[config.mk]
export PLATFORM = sky130hd
export DESIGN_NAME = serial_port_control
export DESIGN_NICKNAME = d
export VERILOG_FILES = /design/src/serial_port_pkg.sv /design/src/serial_port_control.sv
export SDC_FILE = /design/constraint.sdc
export NUM_CORES = 1
export LEC_CHECK = 0
export BUFFER_PORTS_ARGS = -buffer_cell sky130_fd_sc_hd__buf_2
export CORE_ASPECT_RATIO = 0.7
export CORE_MARGIN = 4
export CORE_UTILIZATION = 35
export CTS_CLUSTER_SIZE = 14
export DETAILED_ROUTE_END_ITERATION = 8
export GPL_ROUTABILITY_DRIVEN = 0
export PLACE_DENSITY_LB_ADDON = 0.25
export SKIP_LAST_GASP = 1
export SLEW_MARGIN = 20
export SYNTH_ARGS = -nofsm -noshare
export SYNTH_HDL_FRONTEND = slang
export SYNTH_SLANG_ARGS = --single-unit
[constraint.sdc]
create_clock -name hclk -period 3.29 [get_ports hclk]
set_input_delay 0.658 -clock hclk [delete_from_list [all_inputs] [get_ports hclk]]
set_output_delay 0.658 -clock hclk [all_outputs]
set_load 0.05 [all_outputs]
[src/serial_port_pkg.sv]
package serial_port_pkg;

  // register indices; the bus byte address is four times the index
  localparam logic [15:0] IDX_RX_DATA = 16'h1FB8;
  localparam logic [15:0] IDX_STATUS = 16'h1FB9;
  localparam logic [15:0] IDX_TX_DATA = 16'h1FBA;
  localparam logic [15:0] IDX_CONFIG = 16'h1FBB;
  localparam logic [15:0] IDX_BAUD = 16'h1FBC;
  localparam logic [15:0] ADDR_RX_DATA = {IDX_RX_DATA[13:0], 2'b00};
  localparam logic [15:0] ADDR_STATUS = {IDX_STATUS[13:0], 2'b00};
  localparam logic [15:0] ADDR_TX_DATA = {IDX_TX_DATA[13:0], 2'b00};
  localparam logic [15:0] ADDR_CONFIG = {IDX_CONFIG[13:0], 2'b00};
  localparam logic [15:0] ADDR_BAUD = {IDX_BAUD[13:0], 2'b00};

  // serial_config fields
  localparam int CFG_ODD_PARITY = 5;
  localparam int CFG_NINTH = 4;
  localparam int CFG_RX_ENABLE = 3;
  localparam int CFG_PARITY_EN = 2;
  localparam int CFG_MODE_HI = 1;
  localparam int CFG_MODE_LO = 0;
  localparam logic [7:0] CONFIG_RESET = 8'h00;

  // rate_divider fields
  localparam int BAUD_CLKSEL = 15;
  localparam int BAUD_DIV_HI = 14;
  localparam logic [15:0] BAUD_RESET = 16'h0000;

  // serial_flags: bit 7 parity error/ninth, 6 rx done, 5 tx done,
  // 4 framing error, 3 tx empty, 2 overrun, 1:0 undefined (read as ones)
  localparam logic [7:0] STATUS_RESET = 8'h0B;
  localparam logic [1:0] STATUS_LOW_BITS = 2'b11;

  localparam logic [1:0] MODE_SYNC = 2'b00;
  localparam logic [1:0] MODE_ASYNC8 = 2'b01;
  localparam logic [1:0] MODE_ASYNC9 = 2'b10;
  localparam logic [1:0] MODE_ASYNC9P = 2'b11;

  // generator pulses per bit: internal source divides by (div+1);
  // external source counts both clock edges, so div edges = div/2 periods
  localparam logic [3:0] SUB_LAST_SYNC = 4'h1;
  localparam logic [3:0] SUB_LAST_ASYNC = 4'hF;
  localparam logic [3:0] SUB_MID_ASYNC = 4'h7;
  localparam logic [3:0] BITS_SYNC = 4'h8;
  localparam logic [3:0] BITS_ASYNC8 = 4'hA;
  localparam logic [3:0] BITS_ASYNC9 = 4'hB;

  typedef enum logic [1:0] {
    TX_IDLE = 2'b01,
    TX_SHIFT = 2'b10
  } tx_state_e;

  typedef enum logic [1:0] {
    RX_IDLE = 2'b01,
    RX_SHIFT = 2'b10
  } rx_state_e;

endpackage

[src/serial_port_control.sv]
`timescale 1ns/100ps

module serial_port_control
  import serial_port_pkg::*;
(
  input wire logic hclk, // bus and oscillator clock
  input wire logic hresetn, // asynchronous reset, active low
  input wire logic ce, // clock enable, freezes all state when low
  input wire logic hsel, // slave select
  input wire logic [15:0] haddr, // byte address
  input wire logic [1:0] htrans, // transfer type
  input wire logic hwrite, // write when high
  input wire logic [2:0] hsize, // transfer size, word only
  input wire logic [31:0] hwdata, // write data
  input wire logic hready, // bus ready in
  output logic [31:0] hrdata, // read data
  output logic hreadyout, // slave ready
  output logic hresp, // always OKAY
  input wire logic rxd_in, // receive data pin level
  output logic rxd_out, // receive pin drive level in mode 0
  output logic rxd_oe, // receive pin driven low in mode 0
  output logic txd_out, // transmit data, or shift clock in mode 0
  input wire logic external_clock_input // external generator clock pin
);
  import serial_port_pkg::*;

  typedef struct packed {
    logic [1:0] mode;
    logic ren;
    logic parity_enable;
    logic tb8;
    logic par;
    logic baud_sel;
    logic [14:0] baud_div;
    logic [14:0] gen_cnt;
    logic rxd_s1;
    logic rxd_s2;
    logic rxd_s3;
    logic rxd_f;
    logic ext_s1;
    logic ext_s2;
    logic ext_s3;
    logic ext_f;
    logic rb8;
    logic ri;
    logic ti;
    logic fe;
    logic oe;
    tx_state_e tx_st;
    logic [7:0] hold;
    logic hold_full;
    logic [10:0] tx_sh;
    logic [3:0] tx_bit;
    logic [3:0] tx_sub;
    logic [3:0] tx_n;
    rx_state_e rx_st;
    logic [8:0] rx_sh;
    logic [3:0] rx_bit;
    logic [3:0] rx_sub;
    logic [7:0] rx_buf;
    logic rx_unread;
    logic wr_pend;
    logic [15:0] wr_addr;
    logic [31:0] hrdata_q;
    logic hready_q;
    logic txd_q;
    logic rxd_oe_q;
  } state_s;

  state_s s_q;
  state_s s_d;

  logic gen;
  logic ti_ev;
  logic ri_ev;
  logic mode_chg;
  logic wr_tx;
  logic tx_start;
  logic sync_mode;
  logic [3:0] sub_last;
  logic [3:0] sub_mid;
  logic [3:0] rx_n;
  logic tx_buffer_empty;
  logic [7:0] status;
  logic [7:0] rdat;
  logic [8:0] nsh;
  logic ninth;
  logic par_bit;
  logic perr;

  assign hrdata = s_q.hrdata_q;
  assign hreadyout = s_q.hready_q;
  assign hresp = 1'b0;
  assign rxd_out = 1'b0;
  assign rxd_oe = s_q.rxd_oe_q;
  assign txd_out = s_q.txd_q;

  always_comb begin
    s_d = s_q;
    gen = 1'b0;
    ti_ev = 1'b0;
    ri_ev = 1'b0;
    mode_chg = 1'b0;
    wr_tx = 1'b0;
    tx_start = 1'b0;
    rdat = 8'h00;
    nsh = 9'h000;
    ninth = 1'b0;
    par_bit = 1'b0;
    perr = 1'b0;
    sync_mode = (s_q.mode == MODE_SYNC);
    sub_last = sync_mode ? SUB_LAST_SYNC : SUB_LAST_ASYNC;
    sub_mid = sync_mode ? SUB_LAST_SYNC : SUB_MID_ASYNC;
    rx_n = (s_q.mode == MODE_ASYNC8 || sync_mode) ? 4'h8 : 4'h9;
    tx_buffer_empty = s_q.hold_full == 1'b0 && s_q.tx_st == TX_IDLE;
    status = {s_q.rb8, s_q.ri, s_q.ti, s_q.fe, tx_buffer_empty, s_q.oe, STATUS_LOW_BITS};

    // three-stage pin synchronisers; a level counts once stages two and three agree
    s_d.rxd_s1 = rxd_in;
    s_d.rxd_s2 = s_q.rxd_s1;
    s_d.rxd_s3 = s_q.rxd_s2;
    if (s_q.rxd_s2 == s_q.rxd_s3) begin
      s_d.rxd_f = s_q.rxd_s3;
    end
    s_d.ext_s1 = external_clock_input;
    s_d.ext_s2 = s_q.ext_s1;
    s_d.ext_s3 = s_q.ext_s2;
    if (s_q.ext_s2 == s_q.ext_s3) begin
      s_d.ext_f = s_q.ext_s3;
    end

    // generator: the down-counter reloads from the divider on each pulse
    if (s_q.baud_sel) begin
      if (s_q.gen_cnt == 15'h0000) begin
        gen = 1'b1;
        s_d.gen_cnt = s_q.baud_div;
      end else begin
        s_d.gen_cnt = s_q.gen_cnt - 15'h0001;
      end
    end else if (s_d.ext_f != s_q.ext_f) begin
      // both edges counted; a zero divider behaves as one
      if (s_q.gen_cnt == 15'h0000 || s_q.gen_cnt == 15'h0001) begin
        gen = 1'b1;
        s_d.gen_cnt = s_q.baud_div;
      end else begin
        s_d.gen_cnt = s_q.gen_cnt - 15'h0001;
      end
    end

    // address phase: read data is captured now, so read side effects act here
    s_d.hready_q = 1'b1;
    s_d.wr_pend = hsel && htrans[1] && hready && hwrite;
    if (hsel && htrans[1] && hready && hwrite) begin
      s_d.wr_addr = haddr;
    end
    if (hsel && htrans[1] && hready && !hwrite) begin
      case (haddr)
        ADDR_STATUS: begin
          rdat = status;
          s_d.rb8 = 1'b0;
          s_d.ri = 1'b0;
          s_d.ti = 1'b0;
          s_d.fe = 1'b0;
          s_d.oe = 1'b0;
        end
        ADDR_RX_DATA: begin
          rdat = s_q.rx_buf;
          s_d.rx_unread = 1'b0;
        end
        ADDR_CONFIG: rdat = {2'b00, s_q.par, s_q.tb8, s_q.ren, s_q.parity_enable, s_q.mode};
        default: rdat = 8'h00;
      endcase
      if (haddr == ADDR_BAUD) begin
        s_d.hrdata_q = {16'h0000, s_q.baud_sel, s_q.gen_cnt};
      end else begin
        s_d.hrdata_q = {24'h000000, rdat};
      end
    end

    // data phase of a write
    if (s_q.wr_pend) begin
      case (s_q.wr_addr)
        ADDR_CONFIG: begin
          mode_chg = hwdata[CFG_MODE_HI:CFG_MODE_LO] != s_q.mode;
          s_d.mode = hwdata[CFG_MODE_HI:CFG_MODE_LO];
          s_d.ren = hwdata[CFG_RX_ENABLE];
          s_d.parity_enable = hwdata[CFG_PARITY_EN];
          s_d.tb8 = hwdata[CFG_NINTH];
          s_d.par = hwdata[CFG_ODD_PARITY];
        end
        ADDR_BAUD: begin
          s_d.baud_sel = hwdata[BAUD_CLKSEL];
          s_d.baud_div = hwdata[BAUD_DIV_HI:0];
          s_d.gen_cnt = hwdata[BAUD_DIV_HI:0];
        end
        ADDR_TX_DATA: begin
          wr_tx = 1'b1;
          s_d.hold = hwdata[7:0];
          s_d.hold_full = 1'b1;
        end
        default: s_d.hold_full = s_d.hold_full;
      endcase
    end

    if (mode_chg) begin
      // a new mode drops both engines and any byte waiting to go
      s_d.tx_st = TX_IDLE;
      s_d.rx_st = RX_IDLE;
      s_d.hold_full = wr_tx;
    end else begin
      // transmitter
      case (s_q.tx_st)
        TX_IDLE: begin
          if (s_q.hold_full && (!sync_mode || !s_q.ren)) begin
            tx_start = 1'b1;
            par_bit = s_q.par ? ~^s_q.hold : ^s_q.hold;
            s_d.tx_st = TX_SHIFT;
            s_d.tx_bit = 4'h0;
            s_d.tx_sub = 4'h0;
            if (!wr_tx) begin
              s_d.hold_full = 1'b0;
            end
            if (sync_mode) begin
              s_d.tx_sh = {3'b111, s_q.hold};
              s_d.tx_n = BITS_SYNC;
            end else if (s_q.mode == MODE_ASYNC8) begin
              // parity replaces the eighth data bit
              par_bit = s_q.par ? ~^s_q.hold[6:0] : ^s_q.hold[6:0];
              s_d.tx_sh = {2'b11, s_q.parity_enable ? par_bit : s_q.hold[7], s_q.hold[6:0], 1'b0};
              s_d.tx_n = BITS_ASYNC8;
            end else begin
              ninth = (s_q.parity_enable && s_q.mode == MODE_ASYNC9P) ? par_bit : s_q.tb8;
              s_d.tx_sh = {1'b1, ninth, s_q.hold, 1'b0};
              s_d.tx_n = BITS_ASYNC9;
            end
          end
        end
        TX_SHIFT: begin
          if (gen) begin
            if (s_q.tx_sub == sub_last) begin
              s_d.tx_sub = 4'h0;
              s_d.tx_sh = {1'b1, s_q.tx_sh[10:1]};
              s_d.tx_bit = s_q.tx_bit + 4'h1;
              if (s_q.tx_bit == s_q.tx_n - 4'h1) begin
                s_d.tx_st = TX_IDLE;
                ti_ev = sync_mode;
              end else if (!sync_mode && s_q.tx_bit == s_q.tx_n - 4'h2) begin
                ti_ev = 1'b1;
              end
            end else begin
              s_d.tx_sub = s_q.tx_sub + 4'h1;
            end
          end
        end
        default: s_d.tx_st = TX_IDLE;
      endcase
      if (ti_ev) begin
        s_d.ti = 1'b1;
        s_d.tb8 = 1'b0;
      end

      // receiver
      if (!s_q.ren) begin
        s_d.rx_st = RX_IDLE;
      end else begin
        case (s_q.rx_st)
          RX_IDLE: begin
            if (!sync_mode && s_q.rxd_f && !s_d.rxd_f) begin
              s_d.rx_st = RX_SHIFT;
              s_d.rx_bit = 4'h0;
              s_d.rx_sub = 4'h0;
            end else if (sync_mode && !s_q.ri && s_q.tx_st == TX_IDLE) begin
              // mode 0 has no start bit; a cleared rx done flag starts the next byte
              s_d.rx_st = RX_SHIFT;
              s_d.rx_bit = 4'h1;
              s_d.rx_sub = 4'h0;
            end
          end
          RX_SHIFT: begin
            if (gen) begin
              s_d.rx_sub = (s_q.rx_sub == sub_last) ? 4'h0 : s_q.rx_sub + 4'h1;
              if (s_q.rx_sub == sub_mid) begin
                s_d.rx_bit = s_q.rx_bit + 4'h1;
                nsh = {s_q.rxd_f, s_q.rx_sh[8:1]};
                if (s_q.rx_bit == 4'h0) begin
                  if (s_q.rxd_f) begin
                    s_d.rx_st = RX_IDLE;
                  end
                end else if (s_q.rx_bit <= rx_n) begin
                  s_d.rx_sh = nsh;
                  if (s_q.rx_bit == rx_n) begin
                    ri_ev = 1'b1;
                    if (sync_mode) begin
                      s_d.rx_st = RX_IDLE;
                    end
                  end
                end else begin
                  s_d.rx_st = RX_IDLE;
                  if (!s_q.rxd_f) begin
                    s_d.fe = 1'b1;
                  end
                end
              end
            end
          end
          default: s_d.rx_st = RX_IDLE;
        endcase
      end
      if (ri_ev) begin
        rdat = (rx_n == 4'h8) ? nsh[8:1] : nsh[7:0];
        ninth = nsh[8];
        if (s_q.mode == MODE_ASYNC8) begin
          perr = (s_q.par ? ~^rdat[6:0] : ^rdat[6:0]) != rdat[7];
        end else begin
          perr = (s_q.par ? ~^rdat : ^rdat) != ninth;
        end
        // mode 2 keeps only frames whose ninth bit is set
        if (s_q.mode != MODE_ASYNC9 || ninth) begin
          s_d.ri = 1'b1;
          s_d.rx_buf = rdat;
          if (s_d.rx_unread) begin
            s_d.oe = 1'b1;
          end
          s_d.rx_unread = 1'b1;
          if (s_q.parity_enable && (s_q.mode == MODE_ASYNC8 || s_q.mode == MODE_ASYNC9P)) begin
            s_d.rb8 = perr;
          end else begin
            s_d.rb8 = (s_q.mode == MODE_ASYNC8 || sync_mode) ? 1'b0 : ninth;
          end
        end
      end
    end

    // pins: in mode 0 the transmit pin carries the shift clock, low in the first half
    if (sync_mode && (s_d.tx_st == TX_SHIFT || s_d.rx_st == RX_SHIFT)) begin
      s_d.txd_q = (s_d.tx_st == TX_SHIFT) ? (s_d.tx_sub != 4'h0) : (s_d.rx_sub != 4'h0);
    end else begin
      s_d.txd_q = (s_d.tx_st == TX_SHIFT) ? s_d.tx_sh[0] : 1'b1;
    end
    s_d.rxd_oe_q = sync_mode && s_d.tx_st == TX_SHIFT && !s_d.tx_sh[0];
  end

  always_ff @(posedge hclk or negedge hresetn) begin
    if (!hresetn) begin
      s_q <= '0;
      s_q.mode <= CONFIG_RESET[CFG_MODE_HI:CFG_MODE_LO];
      s_q.baud_sel <= BAUD_RESET[BAUD_CLKSEL];
      s_q.baud_div <= BAUD_RESET[BAUD_DIV_HI:0];
      s_q.gen_cnt <= BAUD_RESET[BAUD_DIV_HI:0];
      s_q.rxd_s1 <= 1'b1;
      s_q.rxd_s2 <= 1'b1;
      s_q.rxd_s3 <= 1'b1;
      s_q.rxd_f <= 1'b1;
      s_q.tx_st <= TX_IDLE;
      s_q.rx_st <= RX_IDLE;
      s_q.txd_q <= 1'b1;
    end else if (ce) begin
      s_q <= s_d;
    end
  end

  property p_mode_abort;
    @(posedge hclk) disable iff (!hresetn)
      (ce && mode_chg) |=> (s_q.tx_st == TX_IDLE && s_q.rx_st == RX_IDLE);
  endproperty
  a_mode_abort: assert property (p_mode_abort) else $error("mode change left an engine busy");

  property p_baud_read;
    @(posedge hclk) disable iff (!hresetn)
      (ce && hsel && htrans[1] && hready && !hwrite && haddr == ADDR_BAUD)
      |=> hrdata == {16'h0000, $past(s_q.baud_sel), $past(s_q.gen_cnt)};
  endproperty
  a_baud_read: assert property (p_baud_read) else $error("divider read not the counter");

  property p_status_clear;
    @(posedge hclk) disable iff (!hresetn)
      (ce && hsel && htrans[1] && hready && !hwrite && haddr == ADDR_STATUS && !ti_ev && !ri_ev)
      |=> (!s_q.ti && !s_q.ri && hrdata[3] == $past(tx_buffer_empty));
  endproperty
  a_status_clear: assert property (p_status_clear) else $error("status read did not clear");

  property p_ninth_clear;
    @(posedge hclk) disable iff (!hresetn)
      (ce && ti_ev) |=> (!s_q.tb8 && s_q.ti);
  endproperty
  a_ninth_clear: assert property (p_ninth_clear) else $error("ninth bit not cleared");

  property p_ren_stop;
    @(posedge hclk) disable iff (!hresetn)
      (ce && !s_q.ren) |=> s_q.rx_st == RX_IDLE;
  endproperty
  a_ren_stop: assert property (p_ren_stop) else $error("reception ran without enable");

  property p_sync_tx;
    @(posedge hclk) disable iff (!hresetn)
      (tx_start && s_q.mode == MODE_SYNC) |-> !s_q.ren;
  endproperty
  a_sync_tx: assert property (p_sync_tx) else $error("mode 0 send with receive enabled");

  property p_txe_write;
    @(posedge hclk) disable iff (!hresetn)
      (ce && s_q.wr_pend && s_q.wr_addr == ADDR_TX_DATA && !mode_chg) |=> !tx_buffer_empty;
  endproperty
  a_txe_write: assert property (p_txe_write) else $error("tx empty after a byte write");

  property p_parity3;
    @(posedge hclk) disable iff (!hresetn)
      (ce && tx_start && s_q.mode == MODE_ASYNC9P && s_q.parity_enable)
      |=> s_q.tx_sh[9] == ($past(s_q.par) ^ (^s_q.tx_sh[8:1]));
  endproperty
  a_parity3: assert property (p_parity3) else $error("wrong parity bit sent");

  property p_overrun;
    @(posedge hclk) disable iff (!hresetn)
      (ce && ri_ev && s_q.rx_unread && s_q.mode != MODE_ASYNC9
       && !(hsel && htrans[1] && hready && !hwrite)) |=> s_q.oe;
  endproperty
  a_overrun: assert property (p_overrun) else $error("overrun not flagged");

endmodule

**Word level (Yosys, flattened, before mapping)**

Index checks and enable logic that the tools add are counted.

- Order comparisons: 1
- Multipliers: 0
- Div/mod/pow operators: 0
- $add $sub $neg: 7
- Bitwise logic cells: 3
- Eq/ne operators: 36
- Reductions and logical operators: 53
- Shift-type cells: 0
- Mux-type cells: 118

Operator list:

| cell | count |
|---|---|
| 16-bit by 15-bit == test with 1-bit output, second input constant | 7 |
| 15-bit two-way mux | 6 |
| 9-bit two-way mux | 9 |
| 1-bit two-way mux | 58 |
| 19-bit two-way mux | 2 |
| 19-bit one-hot mux with 2 select lines | 1 |
| 2-bit two-way mux | 18 |
| 33-bit two-way mux | 1 |
| 31-bit two-way mux | 1 |
| 13-bit two-way mux | 2 |
| 24-bit two-way mux | 1 |
| 8-bit two-way mux | 3 |
| 8-bit one-hot mux with 3 select lines | 1 |
| 4-bit == test | 5 |
| 10-bit two-way mux | 2 |
| 4-bit two-way mux | 5 |
| 4-bit by 1-bit adder with 4-bit output, second input constant | 4 |
| 1-bit logical AND | 16 |
| 16-bit two-way mux | 1 |
| 8-bit one-hot mux with 2 select lines | 1 |
| 8-bit XNOR reduction | 2 |
| 8-bit XOR reduction | 2 |
| 15-bit by 1-bit == test with 1-bit output, second input constant | 1 |
| 15-bit zero test | 1 |
| 31 further kinds | 68 |

- Bits in writable memories: 0
- Memory bits (read-only): 0
- Logic and storage cells: 259
- Output and inout port bits: 37
- Memories: 0
- Register bits after elaboration: 164
- Input bits: 61
- Bits in latches: 0

**Longest topological paths before layout**

Gate-level depths: netlist of run 1.

- Depth in word-level cells: 18
- Depth in mapped cells: 11
- Gate-level depth less buffers: 10

**Worst setup path after synthesis of run 1**

OpenSTA, ideal clock, no wires.

- Kind: reg-to-reg
- Start: register s_q[127] (netlist bit)
- End: register s_q[54] (netlist bit)
- Arrival: 2.532 ns
- Slack: 0.633 ns
- Data required time: 3.165 ns
- Setup time: 0.125 ns
- Clock period less this slack: 2.657 ns
- Path buffers: 1
- Cell stages (with the launch flop): 9
- Cell sequence: dfrtp_1 inv_1 ha_1 nor3b_2 nand2_1 a211o_4 or4b_4 buf_6 mux2_4

- Cells in the longest elaborated chain, start to end: 11
- Elaborated cells on any way between the ends: 18
- Classes of those cells: eq/ne: 1; mux: 13; reduce/logical: 4

RTL lines:

| element | line | RTL |
|---|---|---|
| start: declaration | serial_port_control.sv:70 | `state_s s_q;` |
| 15-bit by 1-bit == test with 1-bit output / 15-bit zero test (equally long branches) | serial_port_control.sv:142, serial_port_control.sv:134 |  |
| 1-bit logical OR | serial_port_control.sv:142 | `if (s_q.gen_cnt == 15'h0000 \|\| s_q.gen_cnt == 15'h0001) begin` |
| 1-bit two-way mux | serial_port_control.sv:142 |  |
| 1-bit two-way mux | serial_port_control.sv:140 | `end else if (s_d.ext_f != s_q.ext_f) begin` |
| 1-bit two-way mux (*) | serial_port_control.sv:133 | `if (s_q.baud_sel) begin` |
| 9-bit two-way mux | serial_port_control.sv:280 | `if (gen) begin` |
| 9-bit two-way mux | serial_port_control.sv:266 | `case (s_q.rx_st)` |
| 9-bit two-way mux | serial_port_control.sv:263 | `if (!s_q.ren) begin` |
| 9-bit two-way mux | serial_port_control.sv:205 | `if (mode_chg) begin` |
| 1-bit logical OR | serial_port_control.sv:318 | `if (s_q.mode != MODE_ASYNC9 \|\| ninth) begin` |
| 4-bit AND reduction (no line) | - |  |

Every way passes the cells marked *; elsewhere a longest branch is shown, timed or not. The select of a mux whose other input is x is not followed.
A chain may end at the register's enable or synchronous reset.

**Worst setup path in the final report of run 1**

- Start: register s_q[128] (netlist bit)
- End: register s_q, in the netlist txd_out

- Cells in the longest elaborated chain, start to end: 13
- Elaborated cells on any way between the ends: 29
- Classes of those cells: eq/ne: 3; mux: 20; reduce/logical: 6

RTL lines:

| element | line | RTL |
|---|---|---|
| 15-bit by 1-bit == test with 1-bit output / 15-bit zero test (equally long branches) | serial_port_control.sv:142, serial_port_control.sv:134 |  |
| 1-bit logical OR | serial_port_control.sv:142 |  |
| 1-bit two-way mux | serial_port_control.sv:142 |  |
| 1-bit two-way mux | serial_port_control.sv:140 |  |
| 1-bit two-way mux (*) | serial_port_control.sv:133 |  |
| 19-bit two-way mux | serial_port_control.sv:280 |  |
| 2-bit one-hot mux with 2 select lines | serial_port_control.sv:266 |  |
| 2-bit two-way mux | serial_port_control.sv:263 |  |
| 2-bit two-way mux | serial_port_control.sv:205 |  |
| 2-bit == test | serial_port_control.sv:335 | `if (sync_mode && (s_d.tx_st == TX_SHIFT \|\| s_d.rx_st == RX_SHIFT)) begin` |
| 1-bit logical OR | serial_port_control.sv:335 |  |
| 1-bit logical AND | serial_port_control.sv:335 |  |
| 1-bit two-way mux (*) | serial_port_control.sv:335 |  |

Marks and branches as above.

==> impl_results.md, run 1 <==
- Largest net degree at the start of global routing: 68
- DRC viols: 0
- Gate power share: 0.249
- Clock Power Share: 0.368
- Crit path max fanout: 12
- Port bufs: 59
- Power per cell area: 580 mW/mm²
- Full die area: 0.0273 mm²
- Worst Path Arrival: 3420 ps
- Die Ht: 140 µm
- Post-CTS Hold Fix Bufs: 0
- Row Count: 47
- Vias in the first global route: 6,764
- Period utilization: 0.933
- Cell Int Power: 3.90 mW
- Mapped Area: 0.00865 mm²
- Total Routing Usage GR: 0.181
- Minimum clock period: 3070 ps
- Synth Register Bits: 146
- Reg clk slew, reported paths: 60 ps
- Setup TNS: 0 ps
- RSZ-0062 raised after global routing: no
- Worst slew pin tran: 721 ps
- Ant diodes: 0
- Pleak: 4.36 nW
- CTS root buf: clkbuf_16
- Crit Path Class: reg -> reg
- Final nets: 1,064
- Via count: 7,199
- Worst hold-check path type: in -> async
- Final hold violation count: 0
- Iter 0 DRT Violations: 724
- Worst Skew: 10.5 ps
- CP max-delay cell: o21ai_1
- WL final: 24,300 µm
- # setup viols final: 0
- Core area: 0.0240 mm²
- Netlist cell types: 72
- Synth Instances: 936
- Layout cells sized above 1: 0.213
- Final ANT Viol Nets: 0
- Maximum VDD drop: 438 µV
- Mean Syn Cell Area: 9.25 µm²
- Insertion delay to the later sink of the worst-skew pair: 440 ps
- Highest-count cells in the layout ignoring fill and taps: 139 x dfrtp_1, 121 x nand2_1, 67 x o21ai_0
- Reg power frac: 0.383
- DPL Wire Length: 17,600 µm
- CTS Buf Count: 17
- Total of max-cap violations: 0
- Setup crit end kind: register
- WP data required: 3640 ps
- Initial Util: 0.361
- Most common cell after layout, fill and taps aside: dfrtp_1
- Asr flop ratio synth: 1.00
- Max Freq: 326 MHz
- CTS tree: yes
- Post-synth EDFFs: 0
- Critical path launch point type: register
- Status: finished, final reports clean
- First-pass GRT wire length: 39,300 µm
- Ys flop type: dfrtp_1
- Chip width: 196 µm
- H-tree levels: 4
- # IOs: 98
- DR vias/cell: 5.45
- Crit-path cells: inv_1 > ha_1 > or2_2 > o2111a_1 > o21ai_1 > buf_4 > nor3b_1 > o21ai_0 > o2111ai_1 > o31ai_1 > a31oi_1
- Drt pass-1 iters: 6
- Switching share of power: 0.324
- Antenna violations before repair: 0
- Post-synthesis sequential area ratio: 0.423
- Synthesis Warnings: 0
- Psw: 1.87 mW
- Slew Viols, Final: 0
- Relative slew slack: 0.507
- Routed WL per cell: 18.4 µm
- Global route overflow: 0
- Clock sink count: 146
- Worst hold slack: 184 ps
- Max Root-Sink Buffers: 2
- Area growth from synthesis to layout: 14.8%
- CP max stage delay: 510 ps
[Yosys cell counts (5+ instances only)]
master / number / area share
nor2_1: 58 / 0.025
a21o_1: 5 / 0.0043
buf_4: 34 / 0.029
or4_1: 7 / 0.0061
o21ai_0: 67 / 0.039
a221o_1: 10 / 0.012
mux2_2: 59 / 0.077
o211ai_1: 10 / 0.0087
clkbuf_1: 39 / 0.017
nand3_1: 33 / 0.019
or3_1: 5 / 0.0036
a221oi_1: 16 / 0.016
a31oi_1: 10 / 0.0072
nand2_1: 121 / 0.052
dfstp_2: 7 / 0.021
xor2_1: 5 / 0.0051
nand2b_1: 8 / 0.0058
nor4_1: 9 / 0.0065
ha_1: 13 / 0.019
and3_1: 9 / 0.0065
o31ai_1: 16 / 0.014
or2_2: 9 / 0.0065
inv_1: 34 / 0.015
nand4_1: 5 / 0.0036
mux2i_1: 13 / 0.015
and2_1: 8 / 0.0058
nor2b_1: 5 / 0.0036
a22o_1: 6 / 0.0061
o221ai_1: 7 / 0.0071
nor3_1: 16 / 0.0093
xnor2_1: 30 / 0.030
dfrtp_1: 139 / 0.40
a21oi_1: 51 / 0.029
[metal layers]
layer / wire length [µm] / GRT usage / vias to the layer above
met2: 9730 / 0.238 / 186
li1: - / - / 3449
met4: 296 / 0.0452 / 0
met1: 12900 / 0.293 / 3541
met3: 1410 / 0.0413 / 23
met5: 0 / 0 / -
[metrics by stage]
stage | setup WS, ps | total power [mW] | utilization | cells | instance area, µm²
3_3_place_gp | 166 | 3.62 | 0.387 | 1289 | 9290
6_report | 221 | 5.76 | 0.414 | 1321 | 9930
4_1_cts | 158 | 5.77 | 0.414 | 1321 | 9930
2_1_floorplan | 633 | 3.21 | - | 953 | 8720
5_1_grt | 17.0 | 6.08 | 0.414 | 1321 | 9930
3_5_place_dp | 177 | 3.64 | 0.387 | 1289 | 9290
[logic make-up after synthesis]
kind of cell	count (synthesis)	share of synthesized area
AND/OR/NAND/NOR	319	0.182
flip-flops	146	0.423
XOR/XNOR	35	0.0354
AO/OA/AOI/OAI	234	0.179
buffers and inverters	114	0.0665
multiplexers	74	0.0948
other	1	0.000433
adder cells (fa/ha/maj)	13	0.0188
[sequential cells by signal (all words and copies together), names as in the netlist]
register	cells
rxd_oe	1
s_d	4
s_q	123
hrdata	16
txd_out	1
hreadyout	1
[layout make-up]
type                    count  area [µm²]
flip-flops and latches    146        3660
well taps                 318         398
inverters                  34         128
clock buffers              23         478
fillers                  2371       14100
clock inverters             9         154
repair buffers             98         619
multi-input cells         693        4490
[power groups by stage]
stage / clock, mW / sequential, mW / combinational [mW]
finish: 2.12 / 2.21 / 1.43
global route: 2.24 / 2.24 / 1.61
CTS: 2.16 / 2.20 / 1.42
detailed placement: 0 / 2.23 / 1.41
global placement: 0 / 2.23 / 1.40
floorplan: 0 / 2.15 / 1.07
[repair_timing]
item                                    4_1_cts  5_1_grt
setup buffers                                 0        0
endpoints found under the setup margin        0        4
resized for setup                             0        2
[worst max-delay path, delay by kind of cell, from the launching register on]
kind	cells	cell delay, ps
AOI/OAI and AO/OA	6	1470
adders and majority gates	1	260
buffers and inverters	2	410
DFF	1	440
and+or+nand+nor	2	400
[final timing paths]
| path | endpoint | start | cells after the start | slack (ps) |
|---|---|---|---|---|
| min in group hclk | s_d[125]$_DFFE_PN1P_ | rxd_in | 2 | 460 |
| max | txd_out$_DFFE_PN1P_ | s_q[128]$_DFFE_PN0P_ | 11 | 220 |
| max in group asynchronous | s_d[124]$_DFFE_PN1P_ | hresetn | 2 | 2310 |
| min reg2reg | hrdata[13]$_DFFE_PN0P_ | hrdata[13]$_DFFE_PN0P_ | 2 | 460 |
| min | s_q[151]$_DFFE_PN0P_ | hresetn | 1 | 180 |
| max reg2reg | txd_out$_DFFE_PN1P_ | s_q[128]$_DFFE_PN0P_ | 11 | 220 |
(Power assumes the default switching activity.)
==> run 2, diff against run 1 <==
Settings changed: ABC_AREA set to 1.
==> run 2 against run 1 <==
Worst hold slack improved by 59 ps. Clock power increased by 4%. Synthesized area increased by 3.2%.
==> impl_results.md, run 2 <==
- Status: finished, final reports clean
- Area growth from synthesis to layout: 14.0%
- Reg clk slew, reported paths: 60 ps
- Non-Filler Instances: 1,542
- CTS Buf Count: 17
- XOR/XNOR share of the synthesized area: 0.0284
- Synth Area in Simple Gates: 0.232
- Global route overflow: 0
- Setup crit end kind: register
- Post-DP Area: 0.00952 mm²
- Setup TNS: 0 ps
- Port bufs: 59
- Drt pass-1 iters: 5
- CTS tree: yes
- Worst slew pin tran: 880 ps
- Compound-Gate Fraction of Synth Area: 0.177
- Full die area: 0.0282 mm²
- Largest net degree at the start of global routing: 76
- Crit-path cells: inv_1 > ha_1 > inv_1 > nand2_1 > nand2_1 > nor2_4 > nand2_4 > o21ai_4 > buf_12 > nand2_4 > clkinv_2 > o21ai_1 > nor2_1 > nand3_1 > nand2_1 > inv_1 > nand2_1 > nand2_1 > nand2_1 > nand2_1 > nand2_1 > nand3_1 > nand2_1 > nand2_1
- Initial Util: 0.359
- Ant diodes: 0
- DRC viols: 0
- Worst Path Arrival: 3250 ps
- CP max-delay cell: dfrtp_1
- Period utilization: 0.890
- Core area: 0.0249 mm²
- Most common cell after layout, fill and taps aside: nand2_1
- # Post-CTS Setup Buffers: 0
- Most frequent cells after synthesis: 269 x nand2_1, 147 x inv_1, 139 x dfrtp_1
- Chip width: 199 µm
- Pleak: 4.80 nW
- Flop2flop setup slack: 360 ps
- Pre-CTS setup slack: 427 ps
- Row Count: 48
- Post-route design area: 0.0102 mm²
- Netlist cell types: 58
- Ys flop type: dfrtp_1
- Asr flop ratio synth: 1.00
- RSZ-0062 raised after global routing: no
- Slew Viols, Final: 0
- WL final: 25,100 µm
- Dpl cells: 1,510
- Minimum clock period: 2930 ps
- Critical path launch point type: register
- H-tree levels: 4
- Largest reg by FF count: s_q
- Post-synth EDFFs: 0
- DPL Wire Length: 18,600 µm
- Max Freq: 342 MHz
- Mapped Area: 0.00893 mm²
- Vias in the first global route: 7,275
- Synth Instances: 1,152
- Synthesis Warnings: 0
- Largest family of logic cells by synthesized area: simple AND/OR/NAND/NOR gates
- Maximum VDD drop: 344 µV
- RR Startpoint: s_q[128]$_DFFE_PN0P_
- Fin worst setup slack: 363 ps
- First-pass GRT wire length: 40,200 µm
- Insertion delay to the later sink of the worst-skew pair: 430 ps
- Post-Synth Adder-Cell Area: 0.0182
- Iter 0 DRT Violations: 558
- Antenna violations before repair: 0
- DR vias/cell: 5.14
- Final hold violation count: 0
- Final ANT Viol Nets: 0
- Worst hold-check path type: in -> async
- Reg2reg end: s_q[118]$_DFFE_PN0P_
- Crit Path Class: reg -> reg
- # setup viols final: 0
- Clock sink count: 146
- Total of max-cap violations: 0
- Synth top area share: 0.390
- Mux share of post-synthesis cell area: 0.0196
- Most frequent cell after synthesis: nand2_1
- Routed WL per cell: 16.2 µm
- # IOs: 98
- Relative slew slack: 0.412
- Post_cts resized: 0
- Post-CTS Hold Fix Bufs: 0
- R2r worst-path depth: 24
- Max reg flops: 123
- Via count: 7,925
- Die Ht: 142 µm
- Mean Syn Cell Area: 7.75 µm²
- Worst Skew: 10.2 ps
- Power per cell area: 589 mW/mm²
- Post-synthesis sequential area ratio: 0.410
- WP data required: 3610 ps
- Finished Core Util: 0.409
- Power Total: 5.99 mW
- Worst hold slack: 242 ps
- Max Root-Sink Buffers: 2
- Total Routing Usage GR: 0.181
- Top post-synthesis cells by area: dfrtp_1 39%, nand2_1 11%, o21ai_0 6.6%, inv_1 6.2%, buf_4 3.0%
- Post-synth top area cell: dfrtp_1
- Final nets: 1,278
- Highest-count cells in the layout ignoring fill and taps: 269 x nand2_1, 147 x inv_1, 139 x dfrtp_1
- Synth Register Bits: 146
- CP max stage delay: 410 ps
- Crit path max fanout: 20
- CTS root buf: clkbuf_16
- Layout cells sized above 1: 0.153
- Crit path top cell by count: nand2_1
run 2: cell types whose count changed in the layout (fill, tap and decap cells not counted), moves of 20 or more:
cell and delta:
xnor2_1 -20, mux2_2 -47, inv_1 +113, o21ai_0 +50, nand4_1 +20, nand2_1 +148
a21oi_1 -23
run 2: final cells by class:
class                      instances  area, µm²
clock inverter                    10        178
fill                            2560      14700
multi-input combinational        795       4310
timing repair buffer              89        552
tap                              325        407
inverter                         155        586
sequential                       146       3660
clock buffer                      22        484
run 2: worst max-delay path by stage:
stage	slack, ps	startpoint	to	cells after the start
3_3_place_gp	490	s_q[128]$_DFFE_PN0P_	s_q[118]$_DFFE_PN0P_	24
5_1_grt	170	s_q[128]$_DFFE_PN0P_	s_q[118]$_DFFE_PN0P_	22
3_5_place_dp	430	s_q[128]$_DFFE_PN0P_	s_q[97]$_DFFE_PN0P_	17
2_1_floorplan	900	s_q[78]$_DFFE_PN1P_	s_q[118]$_DFFE_PN0P_	20
4_1_cts	400	s_q[128]$_DFFE_PN0P_	s_q[97]$_DFFE_PN0P_	17
6_report	360	s_q[128]$_DFFE_PN0P_	s_q[118]$_DFFE_PN0P_	24
run 2: logic make-up (layout without fill, tap and decap cells):
family / count (synthesis) / in the layout
compound gates: 254 / 254
mux: 16 / 16
other cells: 1 / 18
xor+xnor: 29 / 29
flops: 146 / 146
fa+ha+maj: 13 / 13
simple gates: 465 / 465
buf+inv: 228 / 276
run 2: report_power, final:
group	internal, mW	switching, mW
Sequential	2.01	0.184
Clock	1.42	0.776
Combinational	0.526	1.07
run 2: routing by layer:
| layer | GRT usage | vias to the layer above | part of all wire |
|---|---|---|---|
| met5 | 0 | - | 0 |
| met4 | 0.0410 | 0 | 0.010 |
| met3 | 0.0520 | 18 | 0.085 |
| met2 | 0.231 | 266 | 0.38 |
| met1 | 0.296 | 3747 | 0.53 |
| li1 | - | 3894 | - |
run 2: critical path: cells and delay by family (launching register included):
family | cells | cell delay (ps)
adder cells (fa/ha/maj) | 1 | 310
AO/OA/AOI/OAI | 2 | 220
AND/OR/NAND/NOR | 16 | 1250
flip-flops | 1 | 410
buffers and inverters | 5 | 610
==> run 3, diff against run 2 <==
Settings changed: CORE_ASPECT_RATIO 0.7 to not set, CORE_MARGIN 4 to 3, PLACE_DENSITY_LB_ADDON 0.25 to 0.15.
==> run 3 against run 2 <==
Highest routed layer unchanged. Cell area fell by 1.4%. Worst hold slack worse by 41 ps. Die area down 2.5%. Clock power is 12% lower. Sequential share of layout area is 0.50 points higher. Global-route usage shrank 0.21 points. Cell count decreased by 0.58%. Register-to-register slack improved by 60 ps. Non-clock buffer count fell by 7.
==> impl_results.md, run 3 (synthesis gave the netlist of run 2 again) <==
- DRC viols: 0
- H-tree levels: 4
- Power Total: 5.65 mW
- Vias in the first global route: 7,479
- Drt pass-1 iters: 5
- Max reg flops: 123
- Routed WL per cell: 15.7 µm
- Crit Path Class: reg -> reg
- Largest net degree at the start of global routing: 64
- WL final: 24,100 µm
- Insertion delay to the later sink of the worst-skew pair: 430 ps
- Die Ht: 166 µm
- Worst slew pin tran: 678 ps
- Chip width: 166 µm
- Global route overflow: 0
- Maximum VDD drop: 219 µV
- Ant diodes: 0
- RSZ-0062 raised after global routing: no
- Total Routing Usage GR: 0.179
- # setup viols final: 0
- Post-CTS Hold Fix Bufs: 0
- Setup crit end kind: register
- Layout cells sized above 1: 0.146
- Core area: 0.0247 mm²
- Max Freq: 349 MHz
- Finished Core Util: 0.407
- Post_cts resized: 0
- Most common cell after layout, fill and taps aside: nand2_1
- WP data required: 3610 ps
- Port bufs: 59
- DR vias/cell: 5.01
- Antenna violations before repair: 0
- Crit path max fanout: 18
- Setup TNS: 0 ps
- Slew Viols, Final: 0
- Worst hold-check path type: in -> async
- DPL Wire Length: 17,800 µm
- Total of max-cap violations: 0
- Final nets: 1,271
- Iter 0 DRT Violations: 594
- Row Count: 57
- Pleak: 4.71 nW
- First-pass GRT wire length: 40,400 µm
- CTS Buf Count: 17
- Initial Util: 0.362
- Final ANT Viol Nets: 0
- Reg clk slew, reported paths: 70 ps
- Critical path launch point type: register
- Minimum clock period: 2870 ps
- Worst Skew: 10.3 ps
- Largest reg by FF count: s_q
- Area growth from synthesis to layout: 12.5%
- Period utilization: 0.872
- Highest-count cells in the layout ignoring fill and taps: 269 x nand2_1, 147 x inv_1, 139 x dfrtp_1
- Worst Path Arrival: 3180 ps
- CTS root buf: clkbuf_16
- # IOs: 98
- Power per cell area: 562 mW/mm²
- Via count: 7,681
- Full die area: 0.0275 mm²
- Final hold violation count: 0
- Status: finished, final reports clean
- Max Root-Sink Buffers: 2
- Relative slew slack: 0.546
- # Post-CTS Setup Buffers: 0
- Clock sink count: 146
- CTS tree: yes
[run 3: stage by stage]
stage               cell area [µm²]  std cells  hold WS (ps)  setup slack, ps
floorplan                      8990       1169           362              904
global placement               9450       1501           453              289
detailed placement             9450       1501           445              292
CTS                           10000       1532           230              271
global route                  10000       1533           241             37.6
finish                        10000       1533           201              423
[run 3: path summary, 6_finish.rpt]
| kind | startpoint | end | slack [ps] | cells past startpoint |
|---|---|---|---|---|
| max | s_q[128]$_DFFE_PN0P_ | s_q[118]$_DFFE_PN0P_ | 420 | 24 |
| min reg2reg | s_d[125]$_DFFE_PN1P_ | s_d[125]$_DFFE_PN1P_ | 470 | 2 |
| min | hresetn | s_q[43]$_DFFE_PN0P_ | 200 | 1 |
| max in group asynchronous | hresetn | s_q[151]$_DFFE_PN0P_ | 2270 | 2 |
| min in group hclk | external_clock_input | s_d[121]$_DFFE_PN0P_ | 430 | 3 |
| max reg2reg | s_q[128]$_DFFE_PN0P_ | s_q[118]$_DFFE_PN0P_ | 420 | 24 |
[run 3: critical path, stage by stage, from the launching register on]
cell and delay (ps):
dfrtp_1 390, inv_1 150, ha_1 270, inv_1 60, nand2_1 50, nand2_1 80
nor2_4 100, nand2_4 150, o21ai_4 210, buf_12 150, nand2_4 80, clkinv_2 120
o21ai_1 70, nor2_1 90, nand3_1 80, nand2_1 110, inv_1 70, nand2_1 70
nand2_1 50, nand2_1 60, nand2_1 60, nand2_1 50, nand3_1 60, nand2_1 100
nand2_1 60
[run 3: area by class of cell]
class	count	area (µm²)
inverters	155	586
clock inverters	11	130
well taps	324	405
clock buffers	20	447
multi-input cells	795	4310
fillers	2600	14600
flip-flops and latches	146	3660
repair buffers	82	499
[run 3: layer usage]
| layer | global-route usage | vias up | part of all wire |
|---|---|---|---|
| met5 | 0 | - | 0 |
| met4 | 0.0528 | 0 | 0.021 |
| met3 | 0.0307 | 27 | 0.042 |
| met2 | 0.273 | 183 | 0.43 |
| met1 | 0.262 | 3589 | 0.50 |
| li1 | - | 3882 | - |
[run 3: power breakdown]
part	switching (mW)	internal, mW
combinational	1.01	0.503
clock	0.805	1.14
sequential	0.177	2.01
